<file path="config.mk">
export PLATFORM = sky130hd
export DESIGN_NAME = cmic_charge_ctrl
export DESIGN_NICKNAME = d
export VERILOG_FILES = /design/src/design/cmic_pkg.sv /design/src/design/cmic_tick_div.sv /design/src/design/cmic_charge_ctrl.sv
export SDC_FILE = /design/constraint.sdc
export NUM_CORES = 1
export LEC_CHECK = 0
export BUFFER_PORTS_ARGS = -buffer_cell sky130_fd_sc_hd__buf_2
export CAP_MARGIN = 25
export CORE_UTILIZATION = 55
export DETAILED_ROUTE_END_ITERATION = 10
export PLACE_DENSITY = 0.76
export SLEW_MARGIN = 20
export SYNTH_ARGS = -nofsm -noshare
export SYNTH_HDL_FRONTEND = slang
export SYNTH_SLANG_ARGS = --single-unit
</file>
<file path="constraint.sdc">
create_clock -name ref_clk_in -period 5.3 [get_ports ref_clk_in]
set_input_delay 1.06 -clock ref_clk_in [delete_from_list [all_inputs] [get_ports ref_clk_in]]
set_output_delay 1.06 -clock ref_clk_in [all_outputs]
set_load 0.03 [all_outputs]
</file>
<file path="src/design/cmic_pkg.sv">
package cmic_pkg;

  // tri-level pin codes as seen by the level sensor in front of this block
  localparam logic [1:0] TRI_LOW  = 2'h0;
  localparam logic [1:0] TRI_OPEN = 2'h1;
  localparam logic [1:0] TRI_HIGH = 2'h2;

  // clock and time base; every duration scales with the clock rate
  localparam int unsigned CLK_HZ      = 20_000_000;
  localparam int unsigned MS_PER_S    = 1000;
  localparam int unsigned MS_CYCLES   = CLK_HZ / MS_PER_S;
  localparam int unsigned TEST_S      = 1;
  localparam int unsigned TEST_MS     = TEST_S * MS_PER_S;
  localparam int unsigned FLASH_S     = 1;
  localparam int unsigned FLASH_HALF  = FLASH_S * MS_PER_S / 2;
  localparam int unsigned MR_HOLD_MS  = 700;
  localparam int unsigned SEC_PER_HR  = 3600;
  localparam int unsigned TEN_HOUR_HR = 10;
  localparam logic [15:0] TEN_HOUR_S  = 16'(TEN_HOUR_HR * SEC_PER_HR);
  localparam logic [15:0] COND_S      = TEN_HOUR_S;

  // ten-hour mode cutoffs in seconds, indexed by charge rate 0 (4C) .. 8 (C/4)
  localparam logic [15:0] FAST_CUT_S [9] = '{16'h0438, 16'h0870, 16'h0ca8, 16'h10e0,
    16'h1950, 16'h21c0, 16'h3138, 16'h3840, 16'h40b0};
  localparam logic [15:0] MAINT_CUT_S [9] = '{16'h8868, 16'h8430, 16'h7ff8, 16'h7bc0,
    16'h7350, 16'h6ae0, 16'h5b68, 16'h5460, 16'h4bf0};

  // register map, byte addresses
  localparam logic [7:0] REG_CTRL   = 8'h00;
  localparam logic [7:0] REG_STATUS = 8'h04;
  localparam logic [7:0] REG_TIMER  = 8'h08;
  localparam int unsigned CTRL_RESTART_BIT = 0;
  localparam int unsigned ST_STATE_LSB     = 0;
  localparam int unsigned ST_MODE_LSB      = 4;
  localparam int unsigned ST_RATE_LSB      = 8;
  localparam int unsigned ST_LAMP_LSB      = 12;
  localparam int unsigned TM_STAGE_LSB     = 16;

  typedef enum logic [2:0] {
    MD_FAST, MD_TEST, MD_DIRECT, MD_DISCH_ONLY, MD_DISCH_CHG, MD_COND, MD_TEN
  } cmic_mode_t;

  typedef enum logic [3:0] {
    ST_LATCH, ST_TEST, ST_POLL, ST_DISCH, ST_FAST, ST_TOPPING,
    ST_MAINT, ST_COND, ST_DIRECT, ST_FAULT, ST_OFF
  } cmic_state_t;

endpackage

</file>
<file path="src/design/cmic_tick_div.sv">
`timescale 1ns/1ps
module cmic_tick_div #(
  parameter int unsigned DIV = 1000
) (
  input  wire logic ref_clk_in,   // system clock
  input  wire logic rst_n_in,     // sync reset, active low
  input  wire logic clear_in,     // restart the count
  input  wire logic en_in,        // count enable
  output logic      tick_out      // one-cycle pulse every DIV enables
);
  logic [15:0] cnt_q;

  // modulo counter; clear keeps time aligned to the restart
  always_ff @(posedge ref_clk_in)
  begin
    if (!rst_n_in || clear_in)
    begin
      cnt_q <= 16'h0000;
    end
    else if (en_in)
    begin
      cnt_q <= (cnt_q == 16'(DIV - 1)) ? 16'h0000 : cnt_q + 16'h0001;
    end
  end

  assign tick_out = en_in && (cnt_q == 16'(DIV - 1));
endmodule // cmic_tick_div

</file>
<file path="src/design/cmic_charge_ctrl.sv">
// Decided for this implementation: the APB interface to the registers and the register addresses.
`timescale 1ns/1ps
module cmic_charge_ctrl #(
  parameter int unsigned MS_CYCLES = cmic_pkg::MS_CYCLES
) (
  input  wire logic        ref_clk_in,              // 20 MHz system clock
  input  wire logic        rst_n_in,                // sync reset, active low
  input  wire logic        psel_in,                 // apb select
  input  wire logic        penable_in,              // apb access phase
  input  wire logic        pwrite_in,               // apb write
  input  wire logic [7:0]  paddr_in,                // apb byte address
  input  wire logic [31:0] pwdata_in,               // apb write data
  output logic [31:0]      prdata_out,              // apb read data
  output logic             pready_out,              // apb ready
  output logic             pslverr_out,             // apb error, unmapped
  input  wire logic [1:0]  aux_mode_select_a_in,    // tri-level code
  input  wire logic [1:0]  aux_mode_select_b_in,    // tri-level code
  input  wire logic [1:0]  rate_select_a_in,        // tri-level code
  input  wire logic [1:0]  rate_select_b_in,        // tri-level code
  input  wire logic        master_reset_n_in,       // master reset pin
  input  wire logic        battery_present_in,      // from battery sensing
  input  wire logic        fault_in,                // battery fault seen
  input  wire logic        fast_term_in,            // slope termination
  input  wire logic        topping_done_in,         // topping stage over
  input  wire logic        discharge_done_in,       // 1 V/cell reached
  input  wire logic        charge_pulse_in,         // pulse engine: current on
  input  wire logic        discharge_pulse_in,      // pulse engine: load on
  output logic             charge_source_on_out,    // current source enable
  output logic             discharge_load_on_out,   // discharge load enable
  input  wire logic        fast_charge_lamp_n_in,   // lamp pin level
  output logic             fast_charge_lamp_n_out,  // lamp pin drive value
  output logic             fast_charge_lamp_n_oe_out, // high: pulling low
  input  wire logic        maintenance_lamp_n_in,   // lamp pin level
  output logic             maintenance_lamp_n_out,  // lamp pin drive value
  output logic             maintenance_lamp_n_oe_out, // high: pulling low
  input  wire logic        polling_lamp_n_in,       // lamp pin level
  output logic             polling_lamp_n_out,      // lamp pin drive value
  output logic             polling_lamp_n_oe_out    // high: pulling low
);
  cmic_pkg::cmic_state_t state_q;
  cmic_pkg::cmic_state_t state_d;
  cmic_pkg::cmic_mode_t  mode_q;
  cmic_pkg::cmic_mode_t  mode_now;
  logic [3:0]  rate_q;
  logic [3:0]  rate_now;
  logic        restart;
  logic        mr_hold_q;
  logic [9:0]  mr_ms_q;
  logic        sw_restart_q;
  logic        ms_tick;
  logic        s_tick;
  logic [15:0] session_s_q;
  logic [15:0] stage_s_q;
  logic [15:0] post_fast_s_q;
  logic [9:0]  stage_ms_q;
  logic [9:0]  flash_ms_q;
  logic        flash_q;
  logic        charging;
  logic        apb_wr;
  logic        apb_setup;
  logic        addr_ok;

  // one ms enable from the clock, seconds from ms
  cmic_tick_div #(.DIV(MS_CYCLES)) u_ms_div (
    .ref_clk_in (ref_clk_in),
    .rst_n_in   (rst_n_in),
    .clear_in   (restart),
    .en_in      (1'b1),
    .tick_out   (ms_tick)
  );

  cmic_tick_div #(.DIV(cmic_pkg::MS_PER_S)) u_s_div (
    .ref_clk_in (ref_clk_in),
    .rst_n_in   (rst_n_in),
    .clear_in   (restart),
    .en_in      (ms_tick),
    .tick_out   (s_tick)
  );

  // pin low counted in ms; shorter pulses are glitches, not resets
  always_ff @(posedge ref_clk_in)
  begin
    if (!rst_n_in || master_reset_n_in)
    begin
      mr_ms_q <= 10'h000;
    end
    else if (ms_tick && (mr_ms_q <= 10'(cmic_pkg::MR_HOLD_MS)))
    begin
      mr_ms_q <= mr_ms_q + 10'h001;
    end
  end

  // held in reset while the pin stays low past the filter
  always_ff @(posedge ref_clk_in)
  begin
    if (!rst_n_in)
    begin
      mr_hold_q <= 1'b0;
    end
    else
    begin
      mr_hold_q <= !master_reset_n_in && (mr_ms_q > 10'(cmic_pkg::MR_HOLD_MS));
    end
  end

  assign restart = mr_hold_q || sw_restart_q;

  // tri-level selection decode
  always_comb
  begin
    mode_now = cmic_pkg::MD_FAST;
    // open/open and unlisted pairs fall back to fast charge
    case ({aux_mode_select_a_in, aux_mode_select_b_in})
      {cmic_pkg::TRI_LOW,  cmic_pkg::TRI_LOW}:  mode_now = cmic_pkg::MD_TEST;
      {cmic_pkg::TRI_LOW,  cmic_pkg::TRI_HIGH}: mode_now = cmic_pkg::MD_DIRECT;
      {cmic_pkg::TRI_OPEN, cmic_pkg::TRI_LOW}:  mode_now = cmic_pkg::MD_DISCH_ONLY;
      {cmic_pkg::TRI_HIGH, cmic_pkg::TRI_LOW}:  mode_now = cmic_pkg::MD_DISCH_CHG;
      {cmic_pkg::TRI_HIGH, cmic_pkg::TRI_OPEN}: mode_now = cmic_pkg::MD_COND;
      {cmic_pkg::TRI_HIGH, cmic_pkg::TRI_HIGH}: mode_now = cmic_pkg::MD_TEN;
      default:                                  mode_now = cmic_pkg::MD_FAST;
    endcase
    rate_now = 4'h7;
    // each strap pair picks one of nine rates
    case ({rate_select_a_in, rate_select_b_in})
      {cmic_pkg::TRI_LOW,  cmic_pkg::TRI_LOW}:  rate_now = 4'h0;
      {cmic_pkg::TRI_LOW,  cmic_pkg::TRI_HIGH}: rate_now = 4'h1;
      {cmic_pkg::TRI_LOW,  cmic_pkg::TRI_OPEN}: rate_now = 4'h2;
      {cmic_pkg::TRI_HIGH, cmic_pkg::TRI_LOW}:  rate_now = 4'h3;
      {cmic_pkg::TRI_HIGH, cmic_pkg::TRI_OPEN}: rate_now = 4'h4;
      {cmic_pkg::TRI_HIGH, cmic_pkg::TRI_HIGH}: rate_now = 4'h5;
      {cmic_pkg::TRI_OPEN, cmic_pkg::TRI_LOW}:  rate_now = 4'h6;
      {cmic_pkg::TRI_OPEN, cmic_pkg::TRI_HIGH}: rate_now = 4'h8;
      default:                                  rate_now = 4'h7;
    endcase
  end

  // captured once in the latch state, then frozen
  always_ff @(posedge ref_clk_in)
  begin
    if (!rst_n_in)
    begin
      mode_q <= cmic_pkg::MD_FAST;
      rate_q <= 4'h7;
    end
    else if (state_q == cmic_pkg::ST_LATCH && !restart)
    begin
      mode_q <= mode_now;
      rate_q <= rate_now;
    end
  end

  assign charging = (state_q == cmic_pkg::ST_FAST) || (state_q == cmic_pkg::ST_TOPPING) ||
                    (state_q == cmic_pkg::ST_MAINT) || (state_q == cmic_pkg::ST_COND) ||
                    (state_q == cmic_pkg::ST_DIRECT);

  // sequence of charge stages
  always_comb
  begin
    state_d = state_q;
    case (state_q)
      cmic_pkg::ST_LATCH:
      begin
        state_d = (mode_now == cmic_pkg::MD_TEST) ? cmic_pkg::ST_TEST : cmic_pkg::ST_POLL;
      end
      cmic_pkg::ST_TEST:
      begin
        // test ends in a dead state
        if (ms_tick && stage_ms_q == 10'(cmic_pkg::TEST_MS - 1))
          state_d = cmic_pkg::ST_OFF;
      end
      cmic_pkg::ST_POLL:
      begin
        if (battery_present_in)
        begin
          case (mode_q)
            cmic_pkg::MD_DISCH_ONLY, cmic_pkg::MD_DISCH_CHG: state_d = cmic_pkg::ST_DISCH;
            cmic_pkg::MD_DIRECT:                             state_d = cmic_pkg::ST_DIRECT;
            cmic_pkg::MD_COND:                               state_d = cmic_pkg::ST_COND;
            default:                                         state_d = cmic_pkg::ST_FAST;
          endcase
        end
      end
      cmic_pkg::ST_DISCH:
      begin
        if (discharge_done_in)
          state_d = (mode_q == cmic_pkg::MD_DISCH_CHG) ? cmic_pkg::ST_FAST : cmic_pkg::ST_OFF;
      end
      cmic_pkg::ST_FAST:
      begin
        // rate-specific fast cutoff in ten-hour mode
        if (fast_term_in || (mode_q == cmic_pkg::MD_TEN &&
            stage_s_q >= cmic_pkg::FAST_CUT_S[rate_q]))
          state_d = cmic_pkg::ST_TOPPING;
      end
      cmic_pkg::ST_TOPPING:
      begin
        if (topping_done_in)
          state_d = cmic_pkg::ST_MAINT;
      end
      cmic_pkg::ST_COND:
      begin
        if (stage_s_q >= cmic_pkg::COND_S)
          state_d = cmic_pkg::ST_MAINT;
      end
      default:
      begin
        state_d = state_q;
      end
    endcase
    // maintenance cutoff after fast end in ten-hour mode
    if (mode_q == cmic_pkg::MD_TEN && (state_q == cmic_pkg::ST_TOPPING ||
        state_q == cmic_pkg::ST_MAINT) && post_fast_s_q >= cmic_pkg::MAINT_CUT_S[rate_q])
      state_d = cmic_pkg::ST_OFF;
    // whole session cut at ten hours from reset in ten-hour mode
    if (mode_q == cmic_pkg::MD_TEN && session_s_q >= cmic_pkg::TEN_HOUR_S &&
        state_q != cmic_pkg::ST_LATCH)
      state_d = cmic_pkg::ST_OFF;
    // removal while charging returns to polling
    if (charging && !battery_present_in)
      state_d = cmic_pkg::ST_POLL;
    // fault parks the block with the polling lamp lit
    if ((charging || state_q == cmic_pkg::ST_POLL) && fault_in)
      state_d = cmic_pkg::ST_FAULT;
  end

  // state register; restart wins over everything
  always_ff @(posedge ref_clk_in)
  begin
    if (!rst_n_in || restart)
      state_q <= cmic_pkg::ST_LATCH;
    else
      state_q <= state_d;
  end

  // session and stage timers; the second counts saturate, stage_ms_q wraps
  always_ff @(posedge ref_clk_in)
  begin
    if (!rst_n_in || restart || state_q == cmic_pkg::ST_LATCH)
    begin
      session_s_q   <= 16'h0000;
      stage_s_q     <= 16'h0000;
      post_fast_s_q <= 16'h0000;
      stage_ms_q    <= 10'h000;
    end
    else
    begin
      if (s_tick && session_s_q != 16'hffff)
        session_s_q <= session_s_q + 16'h0001;
      if (state_d != state_q)
        stage_s_q <= 16'h0000;
      else if (s_tick && stage_s_q != 16'hffff)
        stage_s_q <= stage_s_q + 16'h0001;
      if (state_q == cmic_pkg::ST_FAST || state_q == cmic_pkg::ST_POLL)
        post_fast_s_q <= 16'h0000;
      else if (s_tick && post_fast_s_q != 16'hffff)
        post_fast_s_q <= post_fast_s_q + 16'h0001;
      if (state_d != state_q)
        stage_ms_q <= 10'h000;
      else if (ms_tick)
        stage_ms_q <= stage_ms_q + 10'h001;
    end
  end

  // half-second toggle gives a one second flash
  always_ff @(posedge ref_clk_in)
  begin
    if (!rst_n_in || state_q != cmic_pkg::ST_DISCH)
    begin
      flash_ms_q <= 10'h000;
      flash_q    <= 1'b1;
    end
    else if (ms_tick)
    begin
      if (flash_ms_q == 10'(cmic_pkg::FLASH_HALF - 1))
      begin
        flash_ms_q <= 10'h000;
        flash_q    <= !flash_q;
      end
      else
      begin
        flash_ms_q <= flash_ms_q + 10'h001;
      end
    end
  end

  // registered pin drive; lamps only ever pull low, never drive high
  always_ff @(posedge ref_clk_in)
  begin
    if (!rst_n_in || restart)
    begin
      charge_source_on_out      <= 1'b0;
      discharge_load_on_out     <= 1'b0;
      fast_charge_lamp_n_oe_out <= 1'b0;
      maintenance_lamp_n_oe_out <= 1'b0;
      polling_lamp_n_oe_out     <= 1'b0;
    end
    else
    begin
      // test lights everything; current is only on or off
      charge_source_on_out <= (state_q == cmic_pkg::ST_TEST) ||
                              ((charging || state_q == cmic_pkg::ST_POLL) && charge_pulse_in);
      // load enable from the discharge pulse engine
      discharge_load_on_out <= (state_q == cmic_pkg::ST_TEST) ||
                               (state_q == cmic_pkg::ST_DISCH && discharge_pulse_in);
      // soft start and fast share the fast state, topping drops it
      fast_charge_lamp_n_oe_out <= (state_q == cmic_pkg::ST_TEST) ||
                                   (state_q == cmic_pkg::ST_FAST);
      // steady in maintenance-type stages, flashing in discharge
      maintenance_lamp_n_oe_out <= (state_q == cmic_pkg::ST_TEST) || (charging &&
                                   state_q != cmic_pkg::ST_FAST) ||
                                   (state_q == cmic_pkg::ST_DISCH && flash_q);
      // polling lamp while probing or faulted
      polling_lamp_n_oe_out <= (state_q == cmic_pkg::ST_TEST) ||
                               (state_q == cmic_pkg::ST_POLL) ||
                               (state_q == cmic_pkg::ST_FAULT);
    end
  end

  assign fast_charge_lamp_n_out = 1'b0;
  assign maintenance_lamp_n_out = 1'b0;
  assign polling_lamp_n_out     = 1'b0;

  // apb: zero-wait slave, read data captured in the setup cycle
  assign apb_setup  = psel_in && !penable_in;
  assign apb_wr     = psel_in && penable_in && pwrite_in;
  assign pready_out = 1'b1;
  assign addr_ok    = (paddr_in == cmic_pkg::REG_CTRL) || (paddr_in == cmic_pkg::REG_STATUS) ||
                      (paddr_in == cmic_pkg::REG_TIMER);

  // software restart behaves like a master reset for one cycle
  always_ff @(posedge ref_clk_in)
  begin
    if (!rst_n_in)
      sw_restart_q <= 1'b0;
    else
      sw_restart_q <= apb_wr && (paddr_in == cmic_pkg::REG_CTRL) &&
                      pwdata_in[cmic_pkg::CTRL_RESTART_BIT];
  end

  // read mux and error flag, held through the access phase
  always_ff @(posedge ref_clk_in)
  begin
    if (!rst_n_in)
    begin
      prdata_out  <= 32'h0000_0000;
      pslverr_out <= 1'b0;
    end
    else if (apb_setup)
    begin
      pslverr_out <= !addr_ok;
      prdata_out  <= 32'h0000_0000;
      if (paddr_in == cmic_pkg::REG_STATUS)
      begin
        prdata_out[cmic_pkg::ST_STATE_LSB +: 4] <= state_q;
        prdata_out[cmic_pkg::ST_MODE_LSB +: 3]  <= mode_q;
        prdata_out[cmic_pkg::ST_RATE_LSB +: 4]  <= rate_q;
        prdata_out[cmic_pkg::ST_LAMP_LSB +: 3]  <= {polling_lamp_n_in, maintenance_lamp_n_in,
                                                    fast_charge_lamp_n_in};
      end
      else if (paddr_in == cmic_pkg::REG_TIMER)
      begin
        prdata_out[15:0]                         <= session_s_q;
        prdata_out[cmic_pkg::TM_STAGE_LSB +: 16] <= stage_s_q;
      end
    end
  end
endmodule // cmic_charge_ctrl

</file>
## Yosys cells after proc, flatten, opt, wreduce, memory -nomap -nowiden

Memories as Yosys holds them, arrays and structs flattened. A register that Yosys moved wholly into a read port is not among the register bits.
Cells that the tools add are included.
Widths: inputs -> output; s select.

| storage, ports and cells | value |
|---|---|
| memories kept | 3 |
| memory bits (read-only) | 576 |
| flip-flop bits (word level) | 158 |
| logic and storage cells | 160 |
| bits of input ports | 64 |

| operators by class | value |
|---|---|
| eq/ne operators | 32 |
| bitwise logic cells | 1 |
| muxes and demuxes | 26 |
| reduce and logical (&&, ||, !) cells | 63 |
| add/subtract/negate cells | 8 |
| $lt $le $gt $ge | 7 |

Memories:

| name | depth | width | read ports | clocked after memory_dff | wr ports | line | source |
|---|---|---|---|---|---|---|---|
| (name not given) | 16 | 16 | 1 | 0 | 0 | cmic_charge_ctrl.sv:212 | `state_q == cmic_pkg::ST_MAINT) && post_fast_s_q >= cmic_pkg::MAINT_CUT_S[rate_q])` |
| (name not given) | 16 | 16 | 1 | 0 | 0 | cmic_charge_ctrl.sv:192 | `stage_s_q >= cmic_pkg::FAST_CUT_S[rate_q]))` |
| (name not given) | 16 | 4 | 1 | 1 | 0 | cmic_charge_ctrl.sv:124 | `case ({rate_select_a_in, rate_select_b_in})` |

Operator list:

| cell | count |
|---|---|
| $add 16x1->16 const B | 5 |
| $mux 16 | 5 |
| $ne 16x16->1 const B | 3 |
| $mux 4 | 11 |
| $ge 16x16->1 | 2 |
| $ge 16x16->1 const B | 2 |
| $mux 32 | 1 |
| $add 10x1->10 const B | 3 |
| $pmux 4 s7 | 1 |
| $logic_and 1x1->1 | 24 |
| $logic_or 1x1->1 | 22 |
| $eq 4x3->1 const B | 5 |
| $eq 4x4->1 const B | 5 |
| $pmux 3 s6 | 1 |
| $mux 17 | 1 |
| $eq 16x10->1 const B | 1 |
| $eq 16x15->1 const B | 1 |
| $mux 7 | 2 |
| $eq 4x2->1 const B | 3 |
| $pmux 4 s3 | 1 |
| $eq 10x10->1 const B | 1 |
| $eq 10x9->1 const B | 1 |
| $gt 10x10->1 const B | 1 |
| $le 10x10->1 const B | 1 |
| 20 further kinds | 34 |

## Logic depth before layout (Yosys ltp)

Gate-level depths: netlist of run 1.

| logic depth | value |
|---|---|
| word-level depth | 15 |
| mapped depth | 15 |
| gate-level depth less buffers | 13 |

## Hierarchy

A second synthesis of run 1 with hierarchy kept.

| second synthesis, totals | value |
|---|---|
| cell total of the unflattened synthesis | 1053 |
| area total of the unflattened synthesis | 8638.3 um^2 |

Modules (own cells, without submodules):

| module | instances | cells an instance | sequential area each (um^2) | area each (um^2) |
|---|---|---|---|---|
| cmic_charge_ctrl | 1 | 879 | 2602.5 | 7083.0 |
| cmic_tick_div (u_s_div) | 1 | 88 | 320.3 | 794.5 |
| cmic_tick_div (u_ms_div) | 1 | 86 | 320.3 | 760.7 |

## Worst setup path after synthesis of run 1

OpenSTA, ideal clock, no wires.

| timing path | value |
|---|---|
| path type | register -> register |
| start | reg rate_q[0] |
| end | reg stage_ms_q[0] |
| required time | 5168 ps |
| library setup time | 132 ps |
| stages on the path, launching flop included | 14 |
| arrival time | 3109 ps |
| clock period less this slack | 3241 ps |
| path slack | 2059 ps |
| path through | dfxtp_1 > clkbuf_1 > inv_1 > ha_1 > or3_1 > ha_1 > a211oi_1 > a21oi_1 > o21a_1 > or4_4 > a221o_1 > inv_2 > buf_4 > nor4_1 |

| between the ends | value |
|---|---|
| word-level cells in the longest chain between the ends | 15 |

RTL lines:

| what | line | source |
|---|---|---|
| start, declared | cmic_charge_ctrl.sv:44 | `logic [3:0] rate_q;` |
| $not 4->5 (not written as such) (*) | cmic_charge_ctrl.sv:192, cmic_charge_ctrl.sv:212 |  |
| $mem_v2 16x16 | -- |  |
| $mux 16 (not written as such) (2 in series) | cmic_charge_ctrl.sv:192 |  |
| $ge 16x16->1 | cmic_charge_ctrl.sv:192 |  |
| $logic_and 1x1->1 | cmic_charge_ctrl.sv:191 | `if (fast_term_in \|\| (mode_q == cmic_pkg::MD_TEN &&` |
| $logic_or 1x1->1 | cmic_charge_ctrl.sv:191 |  |
| $mux 4 | cmic_charge_ctrl.sv:191 |  |
| $pmux 4 s7 | cmic_charge_ctrl.sv:160 | `case (state_q)` |
| $mux 4 (*) | cmic_charge_ctrl.sv:211 | `if (mode_q == cmic_pkg::MD_TEN && (state_q == cmic_pkg::ST_TOPPING \|\|` |
| $mux 4 (*) | cmic_charge_ctrl.sv:215 | `if (mode_q == cmic_pkg::MD_TEN && session_s_q >= cmic_pkg::TEN_HOUR_S &&` |
| $mux 4 (*) | cmic_charge_ctrl.sv:219 | `if (charging && !battery_present_in)` |
| $mux 4 (*) | cmic_charge_ctrl.sv:222 | `if ((charging \|\| state_q == cmic_pkg::ST_POLL) && fault_in)` |
| $ne 4x4->1 (*) | cmic_charge_ctrl.sv:257 | `if (state_d != state_q)` |
| $reduce_or 2->1 (no line) (*) | -- |  |
| end signal, assigned | cmic_charge_ctrl.sv:260 | `stage_ms_q <= stage_ms_q + 10'h001;` |
| end, declared | cmic_charge_ctrl.sv:55 | `logic [9:0] stage_ms_q;` |

Mark *: on every way between the ends. The rest lies on a longest branch, timed or not. The select of a mux whose other input is x is not followed.
A chain may end at the register's enable or synchronous reset.

## Worst setup path after layout of run 1

| timing path | value |
|---|---|
| start | reg rate_q[2] |
| end | reg stage_s_q[14] |

| between the ends | value |
|---|---|
| word-level cells in the longest chain between the ends | 15 |

RTL lines:

| what | line | source |
|---|---|---|
| $not 4->5 (not written as such) (*) | cmic_charge_ctrl.sv:192, cmic_charge_ctrl.sv:212 |  |
| $mem_v2 16x16 | -- |  |
| $mux 16 (not written as such) (2 in series) | cmic_charge_ctrl.sv:192 |  |
| $ge 16x16->1 | cmic_charge_ctrl.sv:192 |  |
| $logic_and 1x1->1 | cmic_charge_ctrl.sv:191 |  |
| $logic_or 1x1->1 | cmic_charge_ctrl.sv:191 |  |
| $mux 4 | cmic_charge_ctrl.sv:191 |  |
| $pmux 4 s7 | cmic_charge_ctrl.sv:160 |  |
| $mux 4 (*) | cmic_charge_ctrl.sv:211 |  |
| $mux 4 (*) | cmic_charge_ctrl.sv:215 |  |
| $mux 4 (*) | cmic_charge_ctrl.sv:219 |  |
| $mux 4 (*) | cmic_charge_ctrl.sv:222 |  |
| $ne 4x4->1 (*) | cmic_charge_ctrl.sv:249 | `if (state_d != state_q)` |
| $reduce_or 2->1 (no line) (*) | -- |  |
| end signal, assigned | cmic_charge_ctrl.sv:252 | `stage_s_q <= stage_s_q + 16'h0001;` |
| end, declared | cmic_charge_ctrl.sv:53 | `logic [15:0] stage_s_q;` |

Marks and branches as above.

==> impl_metrics.xml, run 1 <==
<?xml version="1.0" encoding="UTF-8"?>
<metrics>
  <group name="run_status">
    <metric name="status" unit="">completed</metric>
  </group>
  <group name="drt">
    <metric name="vias_per_cell" unit="">5.708</metric>
    <metric name="vias" unit="">7643</metric>
    <metric name="drc" unit="">0</metric>
    <metric name="route.antenna.remaining_nets" unit="">0</metric>
    <metric name="number_of_drc_markers_after_the_initial_detailed_route_iteration" unit="">602</metric>
    <metric name="finalWirelength" unit="µm">20800</metric>
    <metric name="route.detailed.wl_per_inst" unit="µm">15.53</metric>
    <metric name="drt_first_pass_iters" unit="">6</metric>
  </group>
  <group name="synth">
    <metric name="synth.largest_area_cell" unit="">dfxtp_1</metric>
    <metric name="ys_top_cells_by_area" unit="">dfxtp_1, ha_1, xor2_1</metric>
    <metric name="postSynthAreaPerCell" unit="µm²">8.347</metric>
    <metric name="yosysTopAreaCellShare" unit="%">36.31</metric>
    <metric name="syn-instance-count" unit="">1070</metric>
    <metric name="dominantRegCellSynth" unit="">dfxtp_1</metric>
    <metric name="synth.ff_latch_count" unit="">162</metric>
    <metric name="synthesis.area" unit="µm²">8931</metric>
    <metric name="async_flop_share" unit="%">0</metric>
    <metric name="distinct_cell_type_count_of_the_synthesized_netlist" unit="">74</metric>
    <metric name="ys_warns" unit="">0</metric>
    <metric name="synth_sequential_area_ratio" unit="%">36.31</metric>
    <metric name="synth-edff-count" unit="">0</metric>
  </group>
  <group name="cells_and_area">
    <metric name="commonest_cells_after_routing_fill_and_taps_aside" unit="">dfxtp_1, nor2_1, nand2_1</metric>
    <metric name="post_route_cells_drive_above_1_share" unit="%">12.47</metric>
    <metric name="finish.utilization" unit="%">62.58</metric>
    <metric name="syn2layout_area_growth" unit="%">11.31</metric>
    <metric name="diodes" unit="">0</metric>
    <metric name="most_common_cell_after_layout_fill_and_taps_aside" unit="">dfxtp_1</metric>
    <metric name="stdcell_count" unit="">1339</metric>
    <metric name="finalNetCount" unit="">1220</metric>
  </group>
  <group name="global_routing">
    <metric name="number_of_global_route_vias_before_repair" unit="">6891</metric>
    <metric name="number_of_antenna_violations_at_the_first_check_in_global_routing" unit="">0</metric>
    <metric name="grt_remaining_overflow" unit="">0</metric>
    <metric name="grt_start_max_net_pins" unit="">46</metric>
    <metric name="grt_pass1_wl" unit="µm">34360</metric>
    <metric name="track_usage" unit="%">25.70</metric>
  </group>
  <group name="placed_design">
    <metric name="io_buffer_count" unit="">70</metric>
    <metric name="post-place-cells" unit="">1307</metric>
    <metric name="gp_routability_congestion" unit="">0.8949</metric>
    <metric name="dpl.hpwl" unit="µm">14360</metric>
  </group>
  <group name="critical_path">
    <metric name="criticalPathCategory" unit="">reg2reg</metric>
    <metric name="crit_path_cells" unit="">inv_1 -&gt; ha_1 -&gt; nand2_1 -&gt; inv_1 -&gt; ha_1 -&gt; nand4_1 -&gt; nor2_1 -&gt; a41oi_1 -&gt; a211oi_1 -&gt; mux2i_1 -&gt; o211ai_4 -&gt; nor4_1</metric>
    <metric name="reg2reg_depth" unit="">12</metric>
    <metric name="max_stage_delay" unit="ns">0.86</metric>
    <metric name="reg2reg_setup_slack" unit="ns">1.33</metric>
    <metric name="worst-path-max-fanout" unit="">26</metric>
    <metric name="cp.arrival" unit="ns">4.24</metric>
    <metric name="worst_r2r_startpoint" unit="">rate_q[2]</metric>
    <metric name="regToRegEndpoint" unit="">stage_s_q[14]</metric>
    <metric name="timing.critical_path.from_type" unit="">flip-flop</metric>
    <metric name="cpMaxStageDelayCell" unit="">o211ai_4</metric>
    <metric name="timing.critical_path.required" unit="ns">5.57</metric>
    <metric name="worst_setup_path_end_kind" unit="">flip-flop</metric>
  </group>
  <group name="sta">
    <metric name="fmax_achieved" unit="GHz">0.2517</metric>
    <metric name="report.final.setup_viol" unit="">0</metric>
    <metric name="final.hold.worst_slack" unit="ns">0.4462</metric>
    <metric name="fin_crit_sh" unit="%">74.97</metric>
    <metric name="timing.clock.skew" unit="ns">0.01488</metric>
    <metric name="hold_violations" unit="">0</metric>
    <metric name="timing_max_transition_violations_final" unit="">0</metric>
    <metric name="rsz0062_at_grt" unit="">no</metric>
    <metric name="fin_crit" unit="ns">3.974</metric>
    <metric name="tightestPinTransition" unit="ns">1.033</metric>
    <metric name="max_slew_margin" unit="%">30.80</metric>
    <metric name="setup_tns" unit="ns">0</metric>
  </group>
  <group name="floorplanning">
    <metric name="placeableCoreArea" unit="µm²">15890</metric>
    <metric name="dieWidth" unit="µm">129.4</metric>
    <metric name="initial_utilization" unit="%">56.22</metric>
    <metric name="die_y" unit="µm">129.4</metric>
    <metric name="floorplan.io_pins" unit="">106</metric>
    <metric name="die-area" unit="µm²">16750</metric>
    <metric name="placement_rows" unit="">46</metric>
  </group>
  <group name="pwr">
    <metric name="worst_ir_drop_vdd" unit="V">0.0003295</metric>
    <metric name="post-layout-total-power" unit="mW">3.635</metric>
    <metric name="power.leakage" unit="nW">3.708</metric>
    <metric name="pwr_density_cell" unit="nW/µm²">365.7</metric>
  </group>
  <group name="clock_network">
    <metric name="clkSlewWorstSetupHoldPaths" unit="ns">0.06</metric>
    <metric name="tritoncts" unit="">done</metric>
    <metric name="cts-htree-levels" unit="">4</metric>
    <metric name="post_cts_hold_buffer_count" unit="">0</metric>
    <metric name="cts.sink_count" unit="">162</metric>
    <metric name="ctsRootBufferMaster" unit="">clkbuf_16</metric>
    <metric name="cts_resized" unit="">0</metric>
    <metric name="numCtsBuffers" unit="">17</metric>
    <metric name="max-clock-path-buffers" unit="">2</metric>
    <metric name="cts.repair_timing.setup_buffer_count" unit="">0</metric>
    <metric name="clock_latency" unit="ns">0.44</metric>
  </group>
  <group name="worst_hold_path">
    <metric name="hold_path.class" unit="">reg2reg</metric>
    <metric name="hold-path-cell-count" unit="">2</metric>
    <metric name="holdCritStartpoint" unit="">mr_ms_q[9]</metric>
    <metric name="worstHoldEndpoint" unit="">mr_hold_q</metric>
  </group>
  <group name="job">
    <metric name="drv_cap" unit="">0</metric>
  </group>
</metrics>
==> synth_stat cells, drive strengths merged, types with 26 or more instances <==
| master | number |
|---|---|
| a21oi | 43 |
| nand3 | 62 |
| ha | 46 |
| nor4 | 33 |
| dfxtp | 162 |
| xor2 | 64 |
| nor2 | 139 |
| nand2 | 107 |
| inv | 34 |
| clkbuf | 35 |
| xnor2 | 29 |
| nand4 | 36 |
| o21ai | 26 |
==> flip-flops by register name (all words and copies together) (netlist names) <==
name,flops
charge_source_on_out,1
discharge_load_on_out,1
fast_charge_lamp_n_oe_out,1
flash_ms_q,10
flash_q,1
maintenance_lamp_n_oe_out,1
mode_q,3
mr_hold_q,1
mr_ms_q,10
polling_lamp_n_oe_out,1
post_fast_s_q,16
prdata_out,32
pslverr_out,1
rate_q,4
session_s_q,16
stage_ms_q,10
stage_s_q,16
state_q,4
sw_restart_q,1
u_ms_div.cnt_q,16
u_s_div.cnt_q,16
==> critical path, delay by kind of cell (launching register included) <==
family                   cells  cell delay (ns)
AO/OA/AOI/OAI                3             1.49
adder cells (fa/ha/maj)      2             0.56
multiplexers                 1             0.20
buffers and inverters        2             0.39
AND/OR/NAND/NOR              4             0.46
flip-flops                   1             0.69
==> layout make-up <==
type | count | area (µm²)
Clock buffer | 18 | 429.2
Sequential cell | 162 | 3243
Multi-Input combinational cell | 819 | 5308
Fill cell | 1406 | 5944
Tap cell | 216 | 270.3
Clock inverter | 14 | 171.4
Timing Repair Buffer | 75 | 387.9
Inverter | 35 | 131.4
==> power breakdown <==
part	leakage (nW)	switching [mW]	internal [mW]
clock network	0.283	0.543	0.710
registers	1.31	0.121	1.26
logic	2.12	0.647	0.352
==> cells by family (layout without fill, tap and decap cells) <==
logic type / after synthesis / count (layout) / share of synthesized area, %
compound gates: 159 / 159 / 12.76
flops: 162 / 162 / 36.31
simple gates: 513 / 513 / 30.40
fa+ha+maj: 46 / 46 / 6.444
mux: 4 / 4 / 0.4483
buf+inv: 91 / 142 / 4.427
other cells: 2 / 4 / 0.08409
xor+xnor: 93 / 93 / 9.120
==> per-layer routing <==
metal  up-vias  part of all wire (%)  track usage, %
li1       3870                     -               -
met1      3568                    49           36.68
met2       183                    45           39.69
met3        22                   4.7           4.377
met4         0                   1.5           7.592
met5         -                     0               0
==> worst max path at each step <==
stage	start	endpoint
floorplan	rate_q[0]	stage_ms_q[0]
global placement	rate_q[0]	stage_s_q[9]
detailed placement	rate_q[2]	stage_ms_q[0]
CTS	rate_q[2]	stage_s_q[14]
global route	rate_q[2]	stage_s_q[14]
finish	rate_q[2]	stage_s_q[14]
==> through the flow <==
stage / cell area (µm²) / setup WS [ns]
global route: 9941 / 0.9796
detailed placement: 9340 / 1.439
finish: 9941 / 1.326
CTS: 9941 / 1.418
global placement: 9340 / 1.496
floorplan: 8939 / 2.059
Note: power is estimated with default switching activity, not from simulation.
==> run 2, diff against run 1 <==
--- a/config.mk
+++ b/config.mk
@@ -5,6 +5,7 @@
 export SDC_FILE = /design/constraint.sdc
 export NUM_CORES = 1
 export LEC_CHECK = 0
+export ABC_AREA = 1
 export BUFFER_PORTS_ARGS = -buffer_cell sky130_fd_sc_hd__buf_2
 export CAP_MARGIN = 25
 export CORE_UTILIZATION = 55
==> constraint.sdc (replaced) <==
create_clock -name ref_clk_in -period 3.7 [get_ports ref_clk_in]
set_input_delay 0.74 -clock ref_clk_in [delete_from_list [all_inputs] [get_ports ref_clk_in]]
set_output_delay 0.74 -clock ref_clk_in [all_outputs]
set_load 0.03 [all_outputs]
==> run 2 against run 1 <==
Effect of this change:
- wire length up 8.0%
- sequential power up 38%
- die area up 6.6%
- clock power up 40%
- via count up 16%
- synthesized cell count up 25%
- clock skew down 0.0057 ns
- non-clock buffer count up 7
- worst setup slack worse by 0.94 ns
- worst hold slack worse by 0.0010 ns
- flip-flop and latch count unchanged
- highest routed layer unchanged
==> impl_metrics.xml, run 2 <==
<?xml version="1.0" encoding="UTF-8"?>
<metrics>
  <group name="run_status">
    <metric name="status" unit="">completed</metric>
  </group>
  <group name="global_routing">
    <metric name="grt_remaining_overflow" unit="">0</metric>
    <metric name="number_of_global_route_vias_before_repair" unit="">8025</metric>
    <metric name="track_usage" unit="%">26.18</metric>
    <metric name="grt_pass1_wl" unit="µm">38000</metric>
    <metric name="number_of_antenna_violations_at_the_first_check_in_global_routing" unit="">0</metric>
    <metric name="grt_start_max_net_pins" unit="">34</metric>
  </group>
  <group name="cells_and_area">
    <metric name="n_fill_cell" unit="">1519</metric>
    <metric name="regMostFlops" unit="">prdata_out</metric>
    <metric name="finalNetCount" unit="">1521</metric>
    <metric name="diodes" unit="">0</metric>
    <metric name="syn2layout_area_growth" unit="%">12.19</metric>
    <metric name="most_common_cell_after_layout_fill_and_taps_aside" unit="">nand2_1</metric>
    <metric name="commonest_cells_after_routing_fill_and_taps_aside" unit="">nand2_1, inv_1, dfxtp_1</metric>
    <metric name="post_route_cells_drive_above_1_share" unit="%">15.03</metric>
    <metric name="design_area" unit="µm²">10690</metric>
    <metric name="largest_reg_flops" unit="">32</metric>
  </group>
  <group name="sta">
    <metric name="hold_violations" unit="">0</metric>
    <metric name="max_slew_margin" unit="%">59.40</metric>
    <metric name="least_setup_slack_across_all_paths_after_layout" unit="ns">0.3901</metric>
    <metric name="final.hold.worst_slack" unit="ns">0.4452</metric>
    <metric name="fin_crit_sh" unit="%">89.46</metric>
    <metric name="report.final.setup_viol" unit="">0</metric>
    <metric name="setup_tns" unit="ns">0</metric>
    <metric name="fmax_achieved" unit="GHz">0.3021</metric>
    <metric name="tightestPinTransition" unit="ns">0.6068</metric>
    <metric name="fin_crit" unit="ns">3.310</metric>
    <metric name="timing.clock.skew" unit="ns">0.009205</metric>
    <metric name="timing_max_transition_violations_final" unit="">0</metric>
    <metric name="rsz0062_at_grt" unit="">no</metric>
  </group>
  <group name="drt">
    <metric name="drt_first_pass_iters" unit="">5</metric>
    <metric name="route.antenna.remaining_nets" unit="">0</metric>
    <metric name="vias_per_cell" unit="">5.406</metric>
    <metric name="route.detailed.wl_per_inst" unit="µm">13.66</metric>
    <metric name="drc" unit="">0</metric>
    <metric name="vias" unit="">8887</metric>
    <metric name="finalWirelength" unit="µm">22460</metric>
    <metric name="number_of_drc_markers_after_the_initial_detailed_route_iteration" unit="">778</metric>
  </group>
  <group name="floorplanning">
    <metric name="initial_utilization" unit="%">56.86</metric>
    <metric name="die-area" unit="µm²">17860</metric>
    <metric name="placeableCoreArea" unit="µm²">16760</metric>
    <metric name="dieWidth" unit="µm">133.6</metric>
    <metric name="die_y" unit="µm">133.6</metric>
    <metric name="floorplan.io_pins" unit="">106</metric>
    <metric name="placement_rows" unit="">47</metric>
  </group>
  <group name="clock_network">
    <metric name="max-clock-path-buffers" unit="">2</metric>
    <metric name="numCtsBuffers" unit="">17</metric>
    <metric name="tritoncts" unit="">done</metric>
    <metric name="cts-htree-levels" unit="">4</metric>
    <metric name="ctsRootBufferMaster" unit="">clkbuf_16</metric>
    <metric name="clock_latency" unit="ns">0.43</metric>
    <metric name="cts.sink_count" unit="">162</metric>
    <metric name="clkSlewWorstSetupHoldPaths" unit="ns">0.06</metric>
  </group>
  <group name="pwr">
    <metric name="power_frac_comb" unit="%">31.2</metric>
    <metric name="worst_ir_drop_vdd" unit="V">0.0003918</metric>
    <metric name="sw_frac_of_total" unit="%">36.45</metric>
    <metric name="pwr_density_cell" unit="nW/µm²">497.4</metric>
    <metric name="p_sw" unit="mW">1.938</metric>
    <metric name="sequentialPowerShare" unit="%">35.8</metric>
    <metric name="post-layout-total-power" unit="mW">5.317</metric>
    <metric name="power.leakage" unit="nW">4.330</metric>
    <metric name="power.clock.fraction" unit="%">33.0</metric>
    <metric name="internal_power" unit="mW">3.379</metric>
  </group>
  <group name="synth">
    <metric name="ys_top_cells_by_area" unit="">dfxtp_1, nand2_1, inv_1</metric>
    <metric name="synth_top_family_by_area" unit="">simple AND/OR/NAND/NOR gates</metric>
    <metric name="synth-edff-count" unit="">0</metric>
    <metric name="ys_warns" unit="">0</metric>
    <metric name="async_flop_share" unit="%">0</metric>
    <metric name="yosysMostFrequentCell" unit="">nand2_1</metric>
    <metric name="syn-instance-count" unit="">1340</metric>
    <metric name="postSynthAreaPerCell" unit="µm²">7.111</metric>
    <metric name="synth_xor_xnor_area_share" unit="%">2.665</metric>
    <metric name="yosysTopAreaCellShare" unit="%">34.03</metric>
    <metric name="synth_simple_gate_area_share" unit="%">33.30</metric>
    <metric name="synthMuxAreaShare" unit="%">0.1050</metric>
    <metric name="synth.largest_area_cell" unit="">dfxtp_1</metric>
    <metric name="synth_adder_area_share" unit="%">6.040</metric>
    <metric name="dominantRegCellSynth" unit="">dfxtp_1</metric>
    <metric name="synth_top_cells_by_count" unit="">nand2_1, inv_1, dfxtp_1</metric>
    <metric name="synthesis.area" unit="µm²">9529</metric>
    <metric name="distinct_cell_type_count_of_the_synthesized_netlist" unit="">54</metric>
    <metric name="synth_sequential_area_ratio" unit="%">34.03</metric>
    <metric name="synth.ff_latch_count" unit="">162</metric>
    <metric name="synth_compound_gate_area_share" unit="%">13.52</metric>
  </group>
  <group name="critical_path">
    <metric name="timing.critical_path.required" unit="ns">4.02</metric>
    <metric name="reg2reg_depth" unit="">16</metric>
    <metric name="worst_setup_path_startpoint" unit="">rate_q[0]</metric>
    <metric name="reg2reg_setup_slack" unit="ns">0.39</metric>
    <metric name="worst-path-max-fanout" unit="">16</metric>
    <metric name="timing.critical_path.from_type" unit="">flip-flop</metric>
    <metric name="cp.arrival" unit="ns">3.63</metric>
    <metric name="worst_setup_path_end_kind" unit="">flip-flop</metric>
    <metric name="crit_path_end" unit="">stage_s_q[14]</metric>
    <metric name="regToRegEndpoint" unit="">stage_s_q[14]</metric>
    <metric name="worst_r2r_startpoint" unit="">rate_q[0]</metric>
    <metric name="criticalPathCategory" unit="">reg2reg</metric>
  </group>
  <group name="placed_design">
    <metric name="io_buffer_count" unit="">70</metric>
    <metric name="pre_cts_slack" unit="ns">0.2747</metric>
    <metric name="post_placement_cell_area" unit="µm²">10070</metric>
    <metric name="dpl.hpwl" unit="µm">16540</metric>
    <metric name="gp_routability_congestion" unit="">0.9233</metric>
  </group>
  <group name="worst_hold_path">
    <metric name="hold_path.class" unit="">reg2reg</metric>
  </group>
  <group name="job">
    <metric name="drv_cap" unit="">0</metric>
  </group>
</metrics>
==> run 2: cell count changes in the layout (fill, tap and decap cells not counted), sizes merged, moves of 20 or more <==
| cell | before | now |
|---|---|---|
| inv | 40 | 207 |
| nand2 | 107 | 246 |
| a21oi | 43 | 113 |
| nor3 | 19 | 68 |
| xor2 | 64 | 18 |
| o21ai | 26 | 62 |
| nor2 | 139 | 171 |
| nand3 | 62 | 90 |
| a21boi | 21 | 1 |
==> run 2: timing repair <==
item,in CTS,in global routing
gates resized for setup,0,2
buffers inserted,0,0
setup endpoints to repair,0,7
hold buffers,0,0
==> run 2: area by class of cell <==
cell class	instances	area [µm²]	area share (%)
Sequential cell	162	3246	30.36
Timing Repair Buffer	82	485.5	4.541
Clock buffer	18	429.2	4.014
Tap cell	220	275.3	2.575
Clock inverter	14	157.7	1.475
Multi-Input combinational cell	942	5324	49.80
Inverter	206	773.2	7.233
==> run 2: cell families after synthesis <==
logic type / Yosys count
simple gates: 635
buf+inv: 238
compound gates: 227
flops: 162
fa+ha+maj: 46
xor+xnor: 29
other cells: 2
mux: 1
==> run 2: critical path, cell delays in order, from the launching register on <==
cell and delay, ns:
dfxtp_2 0.40, inv_1 0.14, ha_1 0.33, or2_2 0.32
o21ai_0 0.21, ha_1 0.27, nand2_1 0.08, nor3_1 0.05
o21ai_0 0.17, nand3_1 0.18, nand2_1 0.19, nand4_1 0.15
xor2_1 0.27, nor2_4 0.06, nand3_4 0.13, buf_12 0.21
nor2_1 0.06
==> run 2: per-layer routing <==
layer / track usage (%) / share of wire, % / wire, µm / vias up
met1: 34.77 / 47 / 10540 / 4060
met4: 7.828 / 1.6 / 351 / 0
met5: 0 / 0 / 0 / -
met2: 43.17 / 47 / 10470 / 247
met3: 4.718 / 4.8 / 1089 / 27
li1: - / - / - / 4553
==> run 2: worst min path at each step <==
stage                                    to               from  slack, ns  cells after the start
final                     u_ms_div.cnt_q[0]  u_ms_div.cnt_q[0]       0.45                      1
after global routing         prdata_out[19]     prdata_out[19]       0.48                      2
after CTS                 u_ms_div.cnt_q[0]  u_ms_div.cnt_q[0]       0.45                      1
after detailed placement  u_ms_div.cnt_q[0]  u_ms_div.cnt_q[0]       0.43                      1
after global placement    u_ms_div.cnt_q[0]  u_ms_div.cnt_q[0]       0.43                      1
after floorplan           u_ms_div.cnt_q[0]  u_ms_div.cnt_q[0]       0.41                      1
==> run 2: stage by stage <==
stage               std cells  utilization [%]
global placement         1611            60.10
global route             1644            63.79
CTS                      1643            63.61
finish                   1644            63.79
floorplan                1342                -
detailed placement       1611            60.10
==> run 2: power by group through the flow <==
stage / clock (mW) / combinational, mW / sequential [mW]
after floorplan: 0 / 1.19 / 1.97
after global placement: 0 / 1.60 / 1.94
final: 1.75 / 1.66 / 1.91
after detailed placement: 0 / 1.63 / 1.94
after CTS: 1.78 / 1.64 / 1.90
after global routing: 1.85 / 1.86 / 1.92
==> run 3, diff against run 2 <==
==> constraint.sdc (replaced) <==
create_clock -name ref_clk_in -period 3.7 [get_ports ref_clk_in]
set_input_delay 0.185 -clock ref_clk_in [delete_from_list [all_inputs] [get_ports ref_clk_in]]
set_output_delay 0.185 -clock ref_clk_in [all_outputs]
set_load 0.03 [all_outputs]
==> run 3 against run 2 <==
Effect of this change:
- register-to-register slack worse by 0.06 ns
- critical endpoint is now stage_s_q[15]
- critical path type unchanged
- wire length is 0.49% higher
- highest routed layer unchanged
- flip-flop and latch count stayed put
==> impl_metrics.xml, run 3 (synthesized netlist as in run 2, its figures left out) <==
<?xml version="1.0" encoding="UTF-8"?>
<metrics>
  <group name="job">
    <metric name="drv_cap" unit="">0</metric>
  </group>
  <group name="drt">
    <metric name="vias_per_cell" unit="">5.329</metric>
    <metric name="drt_first_pass_iters" unit="">5</metric>
    <metric name="route.detailed.wl_per_inst" unit="µm">13.74</metric>
    <metric name="finalWirelength" unit="µm">22570</metric>
    <metric name="vias" unit="">8756</metric>
    <metric name="route.antenna.remaining_nets" unit="">0</metric>
    <metric name="drc" unit="">0</metric>
    <metric name="number_of_drc_markers_after_the_initial_detailed_route_iteration" unit="">828</metric>
  </group>
  <group name="pwr">
    <metric name="power.clock.fraction" unit="%">33.7</metric>
    <metric name="sequentialPowerShare" unit="%">36.1</metric>
    <metric name="internal_power" unit="mW">3.360</metric>
    <metric name="pwr_density_cell" unit="nW/µm²">498.6</metric>
    <metric name="p_sw" unit="mW">1.953</metric>
    <metric name="worst_ir_drop_vdd" unit="V">0.0004052</metric>
    <metric name="power.leakage" unit="nW">4.325</metric>
    <metric name="sw_frac_of_total" unit="%">36.75</metric>
    <metric name="power_frac_comb" unit="%">30.3</metric>
  </group>
  <group name="sta">
    <metric name="rsz0062_at_grt" unit="">no</metric>
    <metric name="hold_violations" unit="">0</metric>
    <metric name="fin_crit_sh" unit="%">91.07</metric>
    <metric name="tightestPinTransition" unit="ns">0.8209</metric>
    <metric name="fin_crit" unit="ns">3.370</metric>
    <metric name="report.final.setup_viol" unit="">0</metric>
    <metric name="timing.clock.skew" unit="ns">0.009434</metric>
    <metric name="fmax_achieved" unit="GHz">0.2968</metric>
    <metric name="final.hold.worst_slack" unit="ns">0.01078</metric>
    <metric name="setup_tns" unit="ns">0</metric>
    <metric name="timing_max_transition_violations_final" unit="">0</metric>
    <metric name="max_slew_margin" unit="%">44.82</metric>
  </group>
  <group name="cells_and_area">
    <metric name="commonest_cells_after_routing_fill_and_taps_aside" unit="">nand2_1, inv_1, dfxtp_1</metric>
    <metric name="finalNetCount" unit="">1519</metric>
    <metric name="stdcell_count" unit="">1643</metric>
    <metric name="most_common_cell_after_layout_fill_and_taps_aside" unit="">nand2_1</metric>
    <metric name="design_area" unit="µm²">10660</metric>
    <metric name="syn2layout_area_growth" unit="%">11.83</metric>
    <metric name="post_route_cells_drive_above_1_share" unit="%">14.77</metric>
    <metric name="regMostFlops" unit="">prdata_out</metric>
    <metric name="largest_reg_flops" unit="">32</metric>
  </group>
  <group name="clock_network">
    <metric name="cts.repair_timing.setup_buffer_count" unit="">0</metric>
    <metric name="cts.sink_count" unit="">162</metric>
    <metric name="tritoncts" unit="">done</metric>
    <metric name="clkSlewWorstSetupHoldPaths" unit="ns">0.07</metric>
    <metric name="numCtsBuffers" unit="">17</metric>
    <metric name="clock_latency" unit="ns">0.44</metric>
    <metric name="max-clock-path-buffers" unit="">2</metric>
    <metric name="ctsRootBufferMaster" unit="">clkbuf_16</metric>
    <metric name="cts-htree-levels" unit="">4</metric>
  </group>
  <group name="critical_path">
    <metric name="worst-path-max-fanout" unit="">26</metric>
    <metric name="worst_setup_path_end_kind" unit="">flip-flop</metric>
    <metric name="cpMaxStageDelayCell" unit="">dfxtp_1</metric>
    <metric name="critical_path.n_buffers_inverters" unit="">2</metric>
    <metric name="criticalPathCategory" unit="">reg2reg</metric>
    <metric name="cp.arrival" unit="ns">3.69</metric>
    <metric name="timing.critical_path.max_delay_family" unit="">simple AND/OR/NAND/NOR gates</metric>
    <metric name="timing.critical_path.from_type" unit="">flip-flop</metric>
    <metric name="timing.critical_path.required" unit="ns">4.02</metric>
    <metric name="crit_path_cells" unit="">inv_1 -&gt; ha_1 -&gt; or2_2 -&gt; o21ai_0 -&gt; ha_1 -&gt; nand2_1 -&gt; nor3_1 -&gt; o21ai_0 -&gt; nand3_1 -&gt; nand2_1 -&gt; nand4_1 -&gt; xor2_1 -&gt; nor2_4 -&gt; nand3_4 -&gt; buf_12 -&gt; nor2_1</metric>
    <metric name="max_stage_delay" unit="ns">0.48</metric>
  </group>
  <group name="global_routing">
    <metric name="grt_remaining_overflow" unit="">0</metric>
    <metric name="number_of_antenna_violations_at_the_first_check_in_global_routing" unit="">1</metric>
    <metric name="track_usage" unit="%">26.49</metric>
    <metric name="grt_pass1_wl" unit="µm">38110</metric>
    <metric name="grt_start_max_net_pins" unit="">35</metric>
    <metric name="number_of_global_route_vias_before_repair" unit="">8008</metric>
  </group>
  <group name="run_status">
    <metric name="status" unit="">completed</metric>
  </group>
  <group name="placed_design">
    <metric name="post-place-cells" unit="">1608</metric>
    <metric name="dpl.hpwl" unit="µm">16650</metric>
    <metric name="post_placement_cell_area" unit="µm²">10040</metric>
    <metric name="gp_routability_congestion" unit="">0.9033</metric>
    <metric name="io_buffer_count" unit="">70</metric>
  </group>
  <group name="floorplanning">
    <metric name="die_y" unit="µm">133.6</metric>
    <metric name="placement_rows" unit="">47</metric>
    <metric name="placeableCoreArea" unit="µm²">16760</metric>
    <metric name="dieWidth" unit="µm">133.6</metric>
    <metric name="die-area" unit="µm²">17860</metric>
    <metric name="initial_utilization" unit="%">56.86</metric>
    <metric name="floorplan.io_pins" unit="">106</metric>
  </group>
  <group name="worst_hold_path">
    <metric name="hold_path.class" unit="">in2reg</metric>
  </group>
</metrics>
==> run 3: path summary, 6_finish.rpt <==
| kind | start | end | slack (ns) | depth (start not counted) |
|---|---|---|---|---|
| hold reg to reg | u_ms_div.cnt_q[0] | u_ms_div.cnt_q[0] | 0.45 | 1 |
| setup / recovery | rate_q[0] | stage_s_q[15] | 0.33 | 16 |
| hold / removal | discharge_pulse_in | discharge_load_on_out | 0.01 | 3 |
| setup reg to reg | rate_q[0] | stage_s_q[15] | 0.33 | 16 |
==> run 3: metrics by stage <==
stage / util (%) / setup slack (ns) / power [mW]
floorplan: - / 0.8880 / 3.160
global placement: 59.90 / 0.4455 / 3.496
detailed placement: 59.90 / 0.3604 / 3.525
CTS: 63.50 / 0.3446 / 5.310
global route: 63.57 / 0.09845 / 5.597
finish: 63.58 / 0.3304 / 5.313
==> run 3: per-layer routing <==
layer  part of all wire (%)  GRT usage (%)
met1                     48          34.92
met2                     46          43.46
met3                    5.0          4.947
met4                    1.7          8.838
met5                      0              0
==> run 3: repair_timing <==
action	CTS	global route
resized for setup	0	0
endpoints found under the hold margin	1	0
hold buffers	1	0
==> run 3: area by class of cell <==
type / count / area, µm²
multi-input cells: 942 / 5324
diodes: 1 / 2.502
well taps: 220 / 275.3
clock buffers: 18 / 439.2
repair buffers: 80 / 444.2
clock inverters: 14 / 155.1
flip-flops and latches: 162 / 3243
fillers: 1550 / 6103
inverters: 206 / 773.2
==> run 3: worst register-to-register path, stage by stage, from the launching register on <==
cell     delay [ns]
dfxtp_1        0.48
inv_1          0.18
ha_1           0.33
or2_2          0.31
o21ai_0        0.17
ha_1           0.25
nand2_1        0.08
nor3_1         0.05
o21ai_0        0.16
nand3_1        0.17
nand2_1        0.16
nand4_1        0.14
xor2_1         0.26
nor2_4         0.06
nand3_4        0.10
buf_12         0.27
nor2_1         0.10
==> run 3: power by group through the flow <==
stage	registers [mW]	logic [mW]	clock network, mW
2_1_floorplan	1.97	1.19	0
3_3_place_gp	1.95	1.55	0
3_5_place_dp	1.95	1.57	0
4_1_cts	1.91	1.59	1.81
5_1_grt	1.93	1.78	1.89
6_report	1.92	1.61	1.79
